`config.mk`:
```
export PLATFORM = sky130hd
export DESIGN_NAME = cad_action_decode
export DESIGN_NICKNAME = d
export VERILOG_FILES = /design/src/cad_pkg.sv /design/src/cad_action_decode.sv /design/src/cad_key_sel.sv /design/src/cad_ptr_adv.sv
export VERILOG_INCLUDE_DIRS = /design/src
export SDC_FILE = /design/constraint.sdc
export NUM_CORES = 1
export LEC_CHECK = 0
export BUFFER_PORTS_ARGS = -buffer_cell sky130_fd_sc_hd__buf_2
export CORE_MARGIN = 4
export CORE_UTILIZATION = 51
export CTS_CLUSTER_SIZE = 16
export DETAILED_ROUTE_END_ITERATION = 10
export GPL_TIMING_DRIVEN = 1
export HOLD_SLACK_MARGIN = 0.12
export PLACE_DENSITY = 0.8
export SYNTH_ARGS = -nofsm -noshare
export SYNTH_HDL_FRONTEND = slang
export SYNTH_SLANG_ARGS = --single-unit
```
`constraint.sdc`:
```
create_clock -name clock -period 2.5 [get_ports clock]
set_input_delay 0.5 -clock clock [delete_from_list [all_inputs] [get_ports clock]]
set_output_delay 0.5 -clock clock [all_outputs]
set_load 0.01 [all_outputs]
```
`src/cad_consts.svh`:
```
// Purpose: constants for the classifier action decoder
// Assumes: included by the package and the design modules
// Notes:   definitions only
`ifndef CAD_CONSTS_SVH
`define CAD_CONSTS_SVH
`define CAD_MID_W      12
`define CAD_PTR_W      8
`define CAD_ADDR_W     4
`define CAD_REG_CTRL   4'h0
`define CAD_REG_STAT   4'h4
`define CAD_REG_CNT    4'h8
`define CAD_TRI_W      8
`define CAD_CNT_W      16
`define CAD_STAT_PT    16
`define CAD_STAT_SHORT 21
`define CAD_STAT_ACT   24
`define CAD_STAT_SKIP  31
`define CAD_FORCE_NONE 2'h0
`define CAD_FORCE_XTR  2'h1
`define CAD_FORCE_INJ  2'h2
`define CAD_FORCE_LBK  2'h3
`define CAD_KEY_DEF    4'h0
`define CAD_KEY_TRI    4'h5
`define CAD_KEY_DST    4'h8
`define CAD_KEY_DONE   4'hF
`define CAD_SKIP_ETH   2'h1
`define CAD_SKIP_IPETH 2'h2
`define CAD_FT_ETH     2'h0
`define CAD_FT_CW      2'h1
`define CAD_W32_BYTES  4
`define CAD_W16_BYTES  2
`define CAD_LOOKUPS    4
`endif

```
`src/cad_pkg.sv`:
```
// Purpose: types shared by the classifier action decoder
// Assumes: cad_consts.svh holds the identifier and pointer widths and the force codes
// Notes:   pipeline action decode lives here for the logic; the checks spell it out again
`default_nettype none
`include "cad_consts.svh"
package cad_pkg;
  typedef enum logic [1:0]
  {
    CAD_FMT_FULL        = 2'h0,
    CAD_FMT_CLASSIFY    = 2'h1,
    CAD_FMT_LABEL_STACK = 2'h2,
    CAD_FMT_SHORT_STACK = 2'h3
  } cad_format_e;

  typedef enum logic [2:0]
  {
    CAD_ACT_NONE        = 3'h0,
    CAD_ACT_EXTRACTION  = 3'h1,
    CAD_ACT_PLAIN_INJ   = 3'h2,
    CAD_ACT_MASQ_INJ    = 3'h3,
    CAD_ACT_QUEUE_LOOP  = 3'h4,
    CAD_ACT_ASM_LOOP    = 3'h5
  } cad_pipe_act_e;

  typedef enum logic [1:0]
  {
    CAD_ST_RUN  = 2'b01,
    CAD_ST_DONE = 2'b10
  } cad_state_e;

  typedef struct packed
  {
    cad_format_e           fmt;
    logic [`CAD_MID_W-1:0] match_override_mask;
    logic [`CAD_MID_W-1:0] match_identifier;
    logic [1:0]            pipe_force_code;
    logic                  pipe_action_select;
    logic [2:0]            pipe_point_short;
    logic [4:0]            pipe_point_full;
    logic [3:0]            next_key_format;
    logic [1:0]            word_pointer_offset;
    logic [4:0]            halfword_pointer_offset;
    logic [1:0]            layer_skip_select;
  } cad_action_s;

  typedef struct packed
  {
    logic [`CAD_PTR_W-1:0] frame_ptr;
    logic [1:0]            frame_type;
    logic [`CAD_PTR_W-1:0] eth_len;
    logic [`CAD_PTR_W-1:0] ip_len;
    logic                  ip_ver_ok;
  } cad_layer_s;

  typedef struct packed
  {
    logic [`CAD_MID_W-1:0] match_identifier;
    logic [4:0]            pipe_point;
    logic                  point_short;
    cad_pipe_act_e         pipe_action;
    logic [3:0]            next_key_format;
    logic                  key_forced;
    logic                  tri_indexed;
    logic                  dst_key;
    logic [`CAD_PTR_W-1:0] frame_ptr;
  } cad_result_s;

  // forced pipeline action; code zero keeps the current one
  function automatic cad_pipe_act_e cad_force_action(input logic [1:0]    code,
                                                     input logic          sel,
                                                     input cad_pipe_act_e cur);
    case (code)
      `CAD_FORCE_XTR: return CAD_ACT_EXTRACTION;
      `CAD_FORCE_INJ: return sel ? CAD_ACT_MASQ_INJ : CAD_ACT_PLAIN_INJ;
      `CAD_FORCE_LBK: return sel ? CAD_ACT_ASM_LOOP : CAD_ACT_QUEUE_LOOP;
      default:        return cur;
    endcase
  endfunction : cad_force_action
endpackage : cad_pkg
`default_nettype wire

```
`src/cad_action_decode.sv`:
```
// Purpose: decode later action fields of a classification lookup
// Assumes: action, layer and frame_start come from logic on this clock
// Notes:   one cycle from accepted action to result
//
// Our own choices: the address-and-strobe port and the register offsets.
`default_nettype none
`include "cad_consts.svh"
module cad_action_decode #(
  parameter int LOOKUPS = `CAD_LOOKUPS
)
(
  input  wire logic                    clock,
  input  wire logic                    rst_n,
  input  wire logic                    frame_start,
  input  wire logic                    act_valid,
  input  wire cad_pkg::cad_action_s    action,
  input  wire logic [2:0]              lookup_idx,
  input  wire cad_pkg::cad_layer_s     layer,
  output logic                         res_valid,
  output cad_pkg::cad_result_s         result,
  output logic                         skip_lookups,
  input  wire logic [`CAD_ADDR_W-1:0]  reg_addr,
  input  wire logic [31:0]             reg_wdata,
  input  wire logic                    reg_wr,
  input  wire logic                    reg_rd,
  output logic [31:0]                  reg_rdata
);
  cad_pkg::cad_state_e       state_reg;
  cad_pkg::cad_state_e       state_next;
  cad_pkg::cad_result_s      result_next;
  logic [`CAD_MID_W-1:0]     mid_reg;
  logic [4:0]                point_reg;
  logic                      short_reg;
  cad_pkg::cad_pipe_act_e    act_reg;
  logic [`CAD_TRI_W-1:0]     tri_sel_reg;
  logic [`CAD_CNT_W-1:0]     cnt_reg;
  logic                      accept;
  logic                      tri_cfg;
  logic                      key_forced;
  logic                      key_tri_idx;
  logic                      key_dst;
  logic                      key_done;
  logic [`CAD_PTR_W-1:0]     ptr_next;

  if (LOOKUPS < 1 || LOOKUPS > `CAD_TRI_W)
  begin : g_chk
    $error("LOOKUPS must be 1 to 8");
  end

  ////////////////////////////////////////////////////////////////////////
  // action acceptance and lookup sequencing
  // frame_start wins so a stale action cannot leak into a new frame
  assign accept       = act_valid && !frame_start && (state_reg == cad_pkg::CAD_ST_RUN);
  assign skip_lookups = (state_reg == cad_pkg::CAD_ST_DONE);
  // unused lookups read as plain triple vlan
  assign tri_cfg      = (int'(lookup_idx) < LOOKUPS) ? tri_sel_reg[lookup_idx] : 1'b0;

  // done state drops every later action until the next frame
  always_comb
  begin
    state_next = state_reg;
    case (state_reg)
      cad_pkg::CAD_ST_RUN:
        if (!frame_start && accept && key_done)
          state_next = cad_pkg::CAD_ST_DONE;
      cad_pkg::CAD_ST_DONE:
        if (frame_start)
          state_next = cad_pkg::CAD_ST_RUN;
      default: state_next = cad_pkg::CAD_ST_RUN;
    endcase
  end

  always_ff @(posedge clock or negedge rst_n)
  begin
    if (!rst_n)
      state_reg <= cad_pkg::CAD_ST_RUN;
    else
      state_reg <= state_next;
  end
  ////////////////////////////////////////////////////////////////////////
  // submodules
  cad_key_sel u_key
  (
    .key_code    (action.next_key_format),
    .tri_cfg     (tri_cfg),
    .forced      (key_forced),
    .tri_indexed (key_tri_idx),
    .dst_key     (key_dst),
    .done        (key_done)
  );

  cad_ptr_adv #(.PTR_W (`CAD_PTR_W)) u_ptr
  (
    .fmt      (action.fmt),
    .skip_sel (action.layer_skip_select),
    .word_off (action.word_pointer_offset),
    .half_off (action.halfword_pointer_offset),
    .layer    (layer),
    .ptr_next (ptr_next)
  );
  ////////////////////////////////////////////////////////////////////////
  // next result
  always_comb
  begin
    result_next = '0;
    // only the full format carries match fields
    if (action.fmt == cad_pkg::CAD_FMT_FULL)
      result_next.match_identifier = (mid_reg & ~action.match_override_mask) |
        (action.match_identifier & action.match_override_mask);
    else
      result_next.match_identifier = mid_reg;
    result_next.pipe_point  = point_reg;
    result_next.point_short = short_reg;
    // forced point overrules anything set earlier
    if (action.pipe_force_code != `CAD_FORCE_NONE)
    begin
      if (action.fmt == cad_pkg::CAD_FMT_SHORT_STACK)
      begin
        result_next.pipe_point  = {2'h0, action.pipe_point_short};
        result_next.point_short = 1'b1;
      end
      else
      begin
        result_next.pipe_point  = action.pipe_point_full;
        result_next.point_short = 1'b0;
      end
    end
    result_next.pipe_action = cad_pkg::cad_force_action(action.pipe_force_code,
      action.pipe_action_select, act_reg);
    result_next.next_key_format = action.next_key_format;
    result_next.key_forced      = key_forced;
    result_next.tri_indexed     = key_tri_idx;
    result_next.dst_key         = key_dst;
    result_next.frame_ptr       = ptr_next;
  end
  ////////////////////////////////////////////////////////////////////////
  // accumulated per-frame state
  // cleared per frame; the pipeline state carries across lookups
  always_ff @(posedge clock or negedge rst_n)
  begin
    if (!rst_n)
    begin
      mid_reg   <= '0;
      point_reg <= '0;
      short_reg <= 1'b0;
      act_reg   <= cad_pkg::CAD_ACT_NONE;
    end
    else if (frame_start)
    begin
      mid_reg   <= '0;
      point_reg <= '0;
      short_reg <= 1'b0;
      act_reg   <= cad_pkg::CAD_ACT_NONE;
    end
    else if (accept)
    begin
      mid_reg   <= result_next.match_identifier;
      point_reg <= result_next.pipe_point;
      short_reg <= result_next.point_short;
      act_reg   <= result_next.pipe_action;
    end
  end

  // result registered so downstream sees stable data
  always_ff @(posedge clock or negedge rst_n)
  begin
    if (!rst_n)
    begin
      result    <= '0;
      res_valid <= 1'b0;
    end
    else
    begin
      res_valid <= accept;
      if (accept)
        result <= result_next;
    end
  end
  ////////////////////////////////////////////////////////////////////////
  // register port
  always_ff @(posedge clock or negedge rst_n)
  begin
    if (!rst_n)
      tri_sel_reg <= '0;
    else if (reg_wr && reg_addr == `CAD_REG_CTRL)
      tri_sel_reg <= reg_wdata[`CAD_TRI_W-1:0];
  end

  // counter wraps; software reads deltas
  always_ff @(posedge clock or negedge rst_n)
  begin
    if (!rst_n)
      cnt_reg <= '0;
    else if (accept)
      cnt_reg <= cnt_reg + 1'b1;
  end

  // read data valid only in the cycle after the strobe
  always_ff @(posedge clock or negedge rst_n)
  begin
    if (!rst_n)
      reg_rdata <= '0;
    else
    begin
      reg_rdata <= '0;
      if (reg_rd)
        case (reg_addr)
          `CAD_REG_CTRL: reg_rdata[`CAD_TRI_W-1:0] <= tri_sel_reg;
          `CAD_REG_STAT:
          begin
            reg_rdata[`CAD_MID_W-1:0]            <= mid_reg;
            reg_rdata[`CAD_STAT_PT +: 5]          <= point_reg;
            reg_rdata[`CAD_STAT_SHORT]           <= short_reg;
            reg_rdata[`CAD_STAT_ACT +: 3]         <= act_reg;
            reg_rdata[`CAD_STAT_SKIP]            <= skip_lookups;
          end
          `CAD_REG_CNT: reg_rdata[`CAD_CNT_W-1:0] <= cnt_reg;
          default: reg_rdata <= '0;
        endcase
    end
  end
endmodule : cad_action_decode
`default_nettype wire

```
`src/cad_key_sel.sv`:
```
// Purpose: next key format decode for the following lookup
// Assumes: tri_cfg is the per-lookup triple vlan selection
// Notes:   purely combinational
`default_nettype none
`include "cad_consts.svh"
module cad_key_sel
(
  input  wire logic [3:0] key_code,
  input  wire logic       tri_cfg,
  output logic            forced,
  output logic            tri_indexed,
  output logic            dst_key,
  output logic            done
);
  // zero keeps the default key selection
  assign forced      = (key_code != `CAD_KEY_DEF);
  // code 5 picks the indexed variant from configuration
  assign tri_indexed = (key_code == `CAD_KEY_TRI) && tri_cfg;
  // code 8 swaps destination into the source key fields
  assign dst_key     = (key_code == `CAD_KEY_DST);
  assign done        = (key_code == `CAD_KEY_DONE);
endmodule : cad_key_sel
`default_nettype wire

```
`src/cad_ptr_adv.sv`:
```
// Purpose: frame pointer advance by layer type and numeric offset
// Assumes: incoming pointer already stands past skipped reserved labels
// Notes:   combinational; sum wraps at the pointer width
`default_nettype none
`include "cad_consts.svh"
module cad_ptr_adv #(
  parameter int PTR_W = `CAD_PTR_W
)
(
  input  wire cad_pkg::cad_format_e fmt,
  input  wire logic [1:0]           skip_sel,
  input  wire logic [1:0]           word_off,
  input  wire logic [4:0]           half_off,
  input  wire cad_pkg::cad_layer_s  layer,
  output logic [PTR_W-1:0]          ptr_next
);
  logic [PTR_W-1:0] layer_bytes;
  logic [PTR_W-1:0] offs_bytes;

  if (PTR_W != `CAD_PTR_W)
  begin : g_chk
    $error("pointer width must match the layer struct");
  end

  // layer skip only exists in the label stack and classify formats
  always_comb
  begin
    layer_bytes = '0;
    if (fmt == cad_pkg::CAD_FMT_LABEL_STACK || fmt == cad_pkg::CAD_FMT_CLASSIFY)
    begin
      case (skip_sel)
        `CAD_SKIP_ETH:
          if (layer.frame_type == `CAD_FT_ETH)
            layer_bytes = layer.eth_len;
        `CAD_SKIP_IPETH:
          if (layer.frame_type == `CAD_FT_ETH)
            layer_bytes = PTR_W'(layer.eth_len + layer.ip_len);
          else if (layer.frame_type == `CAD_FT_CW && layer.ip_ver_ok)
            layer_bytes = layer.ip_len;
        default: layer_bytes = '0;  // none and reserved do not move
      endcase
    end
  end

  // offset times unit size; unit picked by format
  always_comb
  begin
    if (fmt == cad_pkg::CAD_FMT_SHORT_STACK)
      offs_bytes = PTR_W'(word_off * `CAD_W32_BYTES);
    else
      offs_bytes = PTR_W'(half_off * `CAD_W16_BYTES);
  end

  // layer move first, numeric offset after; skipped labels already in ptr
  assign ptr_next = PTR_W'(layer.frame_ptr + layer_bytes + offs_bytes);
endmodule : cad_ptr_adv
`default_nettype wire

```
==> reports/results.txt <==
main area contributors after synthesis: dfrtp_1 (47%), a21oi_1 (5.1%), mux2i_1 (4.5%)
die height: 114 um
area of the die: 13,000 um^2
Synth Flop Type: dfrtp_1
final instance area: 7490 um^2
H-tree lvl count: 3
skew final: 0.00678 ns
Worst Hold Class: in -> reg
synth unique cells: 56
maximum clock rate: 0.285 GHz
Initial Util: 52.6%
post-synthesis sequential area ratio: 47.9%
crit path buf inv count: 1
post-synthesis register bit count: 110
number of global-route vias before repair: 5,117
First-pass DRT Iterations: 4
# DRC: 0
static leakage: 3.87 nW
clk buf depth: 2
failing checks: setup timing
Hold Violations, Final: 0
n_diodes: 0
Via Count: 5,042
Critical Path Sink Type: flip-flop
Ports: 192
synth-to-layout area growth: 30.3%
Max-slew headroom: 49.1%
hpwl dp: 12.1 mm
slowest CP cell: fa_1
total grt overflow: 0
period utilisation layout: 140%
average size of a mapped cell: 9.71 um^2
Die Width: 114 um
remaining antenna violation count after routing: 0
root buffer selected by CTS: clkbuf_16
fin crit period: 3.51 ns
first-pass GRT wire length: 24.7 mm
core area: 10,900 um^2
worst-skew pair later-pin latency: 0.34 ns
CP delay by family, top: compound AO/OA/AOI/OAI gates
CP Max Fanout: 2
leading area contributor after synthesis: dfrtp_1
EDFF count, synth: 0
Sink Count: 110
top-area cell type share of the netlist area: 47.4%
Max-cap violations: 0
RSZ-0062 raised after global routing: yes
worst reg2reg path depth: 8
yosys warns: 0
WP data required: 2.72 ns
Worst Tran Pin Value: 0.761 ns
power per cell area: 594 nW/um^2
WP depth: 16
CP arrival: 3.72 ns
largest net degree at the start of global routing: 51
setup TNS: -3.92 ns
hold path cells: 3
final net count: 945
Initial DRC Count: 262
most frequent cells after synthesis: dfrtp_1 (109), nand2_1 (67), a21oi_1 (59), nor2_1 (56), o21ai_0 (33)
initial antenna violation count: 0
Tot GR Track Use: 23.9%
share of synthesized flip-flops with an asynchronous set or reset: 100%
floorplan row count: 38
Area after DPL: 7040 um^2
gp weighted congestion: 1.00
worst vdd ir: 0.000485 V
CP cell instances: buf_2 > ha_1 > a211oi_2 > o21bai_1 > a21oi_2 > and3_1 > a311oi_2 > o21ai_1 > fa_1 > ha_1 > and2_1 > a311o_1 > a21oi_2 > xnor2_2 > and3_4 > o31ai_2
Largest register FFs: 36
post-layout util: 68.5%
Final Setup Violations: 6
final worst slack: -1.01 ns
total wire length: 15.5 mm
drt via density: 5.36
TritonCTS clock tree: done
Avg WL per Cell: 16.5 um
clock slew seen by the registers of the worst setup and hold paths: 0.07 ns
Max Slew Vio Count: 0
Final Total Pwr: 0.00445 W
Setup crit start kind: primary input
number of buffers added on ports: 161
cells after synthesis: 592
crit path kind: in -> reg
Mapped Area: 5750 um^2
slowest cell delay on critical path: 0.44 ns
run status: complete, but fails checks
setup slack at placement: -1.39 ns
total CTS buffers: 9
layout cells sized above 1: 34.6%
most common cell in the synthesized netlist: dfrtp_1
[cells in the final DEF, fill, tap and decap left out, drive strengths merged, types with 4 or more instances in the layout]
cell and count:
dfrtp 109, nand2 67, mux2i 26, inv 28
and3 7, nand3 14, xnor2 14, clkbuf 11
nand2b 4, ha 20, conb 6, xor2 9
mux2 9, and2 16, nor2b 9, a22o 8
fa 7, o21ai 33, nand4 16, nor2 56
nor3b 4, a21oi 59, buf 224
[where the power goes]
part | internal [W] | switching (W) | leakage, nW
clock | 0.000689 | 0.000640 | 0.128
combinational | 0.000479 | 0.000542 | 2.31
sequential | 0.00196 | 0.000144 | 1.44
[routing by layer]
metal	global-route usage [%]	vias up	routed length (um)
li1	-	2433	-
met1	30.6	2413	6540
met2	40.6	171	7670
met3	5.39	25	1030
met4	7.28	0	310
met5	0	-	0
[kinds of logic (layout without fill, tap and decap cells)]
logic type	Yosys count	in the layout	share of synthesized area, %
other	1	6	0.0652
AOI/OAI and AO/OA	128	128	13.3
DFF	110	110	47.9
buffers and inverters	63	267	4.83
muxes	36	36	6.68
adders and majority gates	27	27	6.79
and+or+nand+nor	204	204	16.9
xor gates and xnor gates	23	23	3.50
[worst paths after layout]
path / from / endpoint / slack, ns
min: action[9] / result[11] / 0.38
max in group asynchronous: rst_n / result[24] / 1.15
min in group asynchronous: rst_n / reg_rdata[16] / 0.64
max reg2reg: state_reg[0] / cnt_reg[10] / 0.50
min reg2reg: cnt_reg[15] / cnt_reg[15] / 0.47
max: layer[2] / result[7] / -1.01
[through the flow]
stage | instances | hold WS, ns
after floorplan | 597 | 0.204
after detailed placement | 916 | 0.463
after global routing | 941 | 0.380
after global placement | 916 | 0.455
after CTS | 938 | 0.369
final | 941 | 0.383
[layout make-up]
| type | count | area [um^2] |
|---|---|---|
| timing repair buffer | 225 | 1340 |
| fill | 869 | 3440 |
| tap | 140 | 175 |
| clock inverter | 5 | 43.8 |
| inverter | 26 | 97.6 |
| sequential | 110 | 2750 |
| clock buffer | 11 | 233 |
| multi-input combinational | 424 | 2850 |
[worst register-to-register path: cells and delay by family (launching register included)]
family                 cells  cell delay (ns)
buffers and inverters      1             0.09
XOR/XNOR                   1             0.16
AND/OR/NAND/NOR            6             1.10
flip-flops                 1             0.54
[repair_timing]
action / in CTS / in global routing
gates resized for setup: 16 / 11
pin swaps: 27 / 19
gates cloned: 0 / 0
setup endpoints to repair: 6 / 6
endpoints found under the hold margin: 31 / 0
buffers inserted: 5 / 3
hold buffers: 1 / 0
Power figures use the tool's default switching activity.
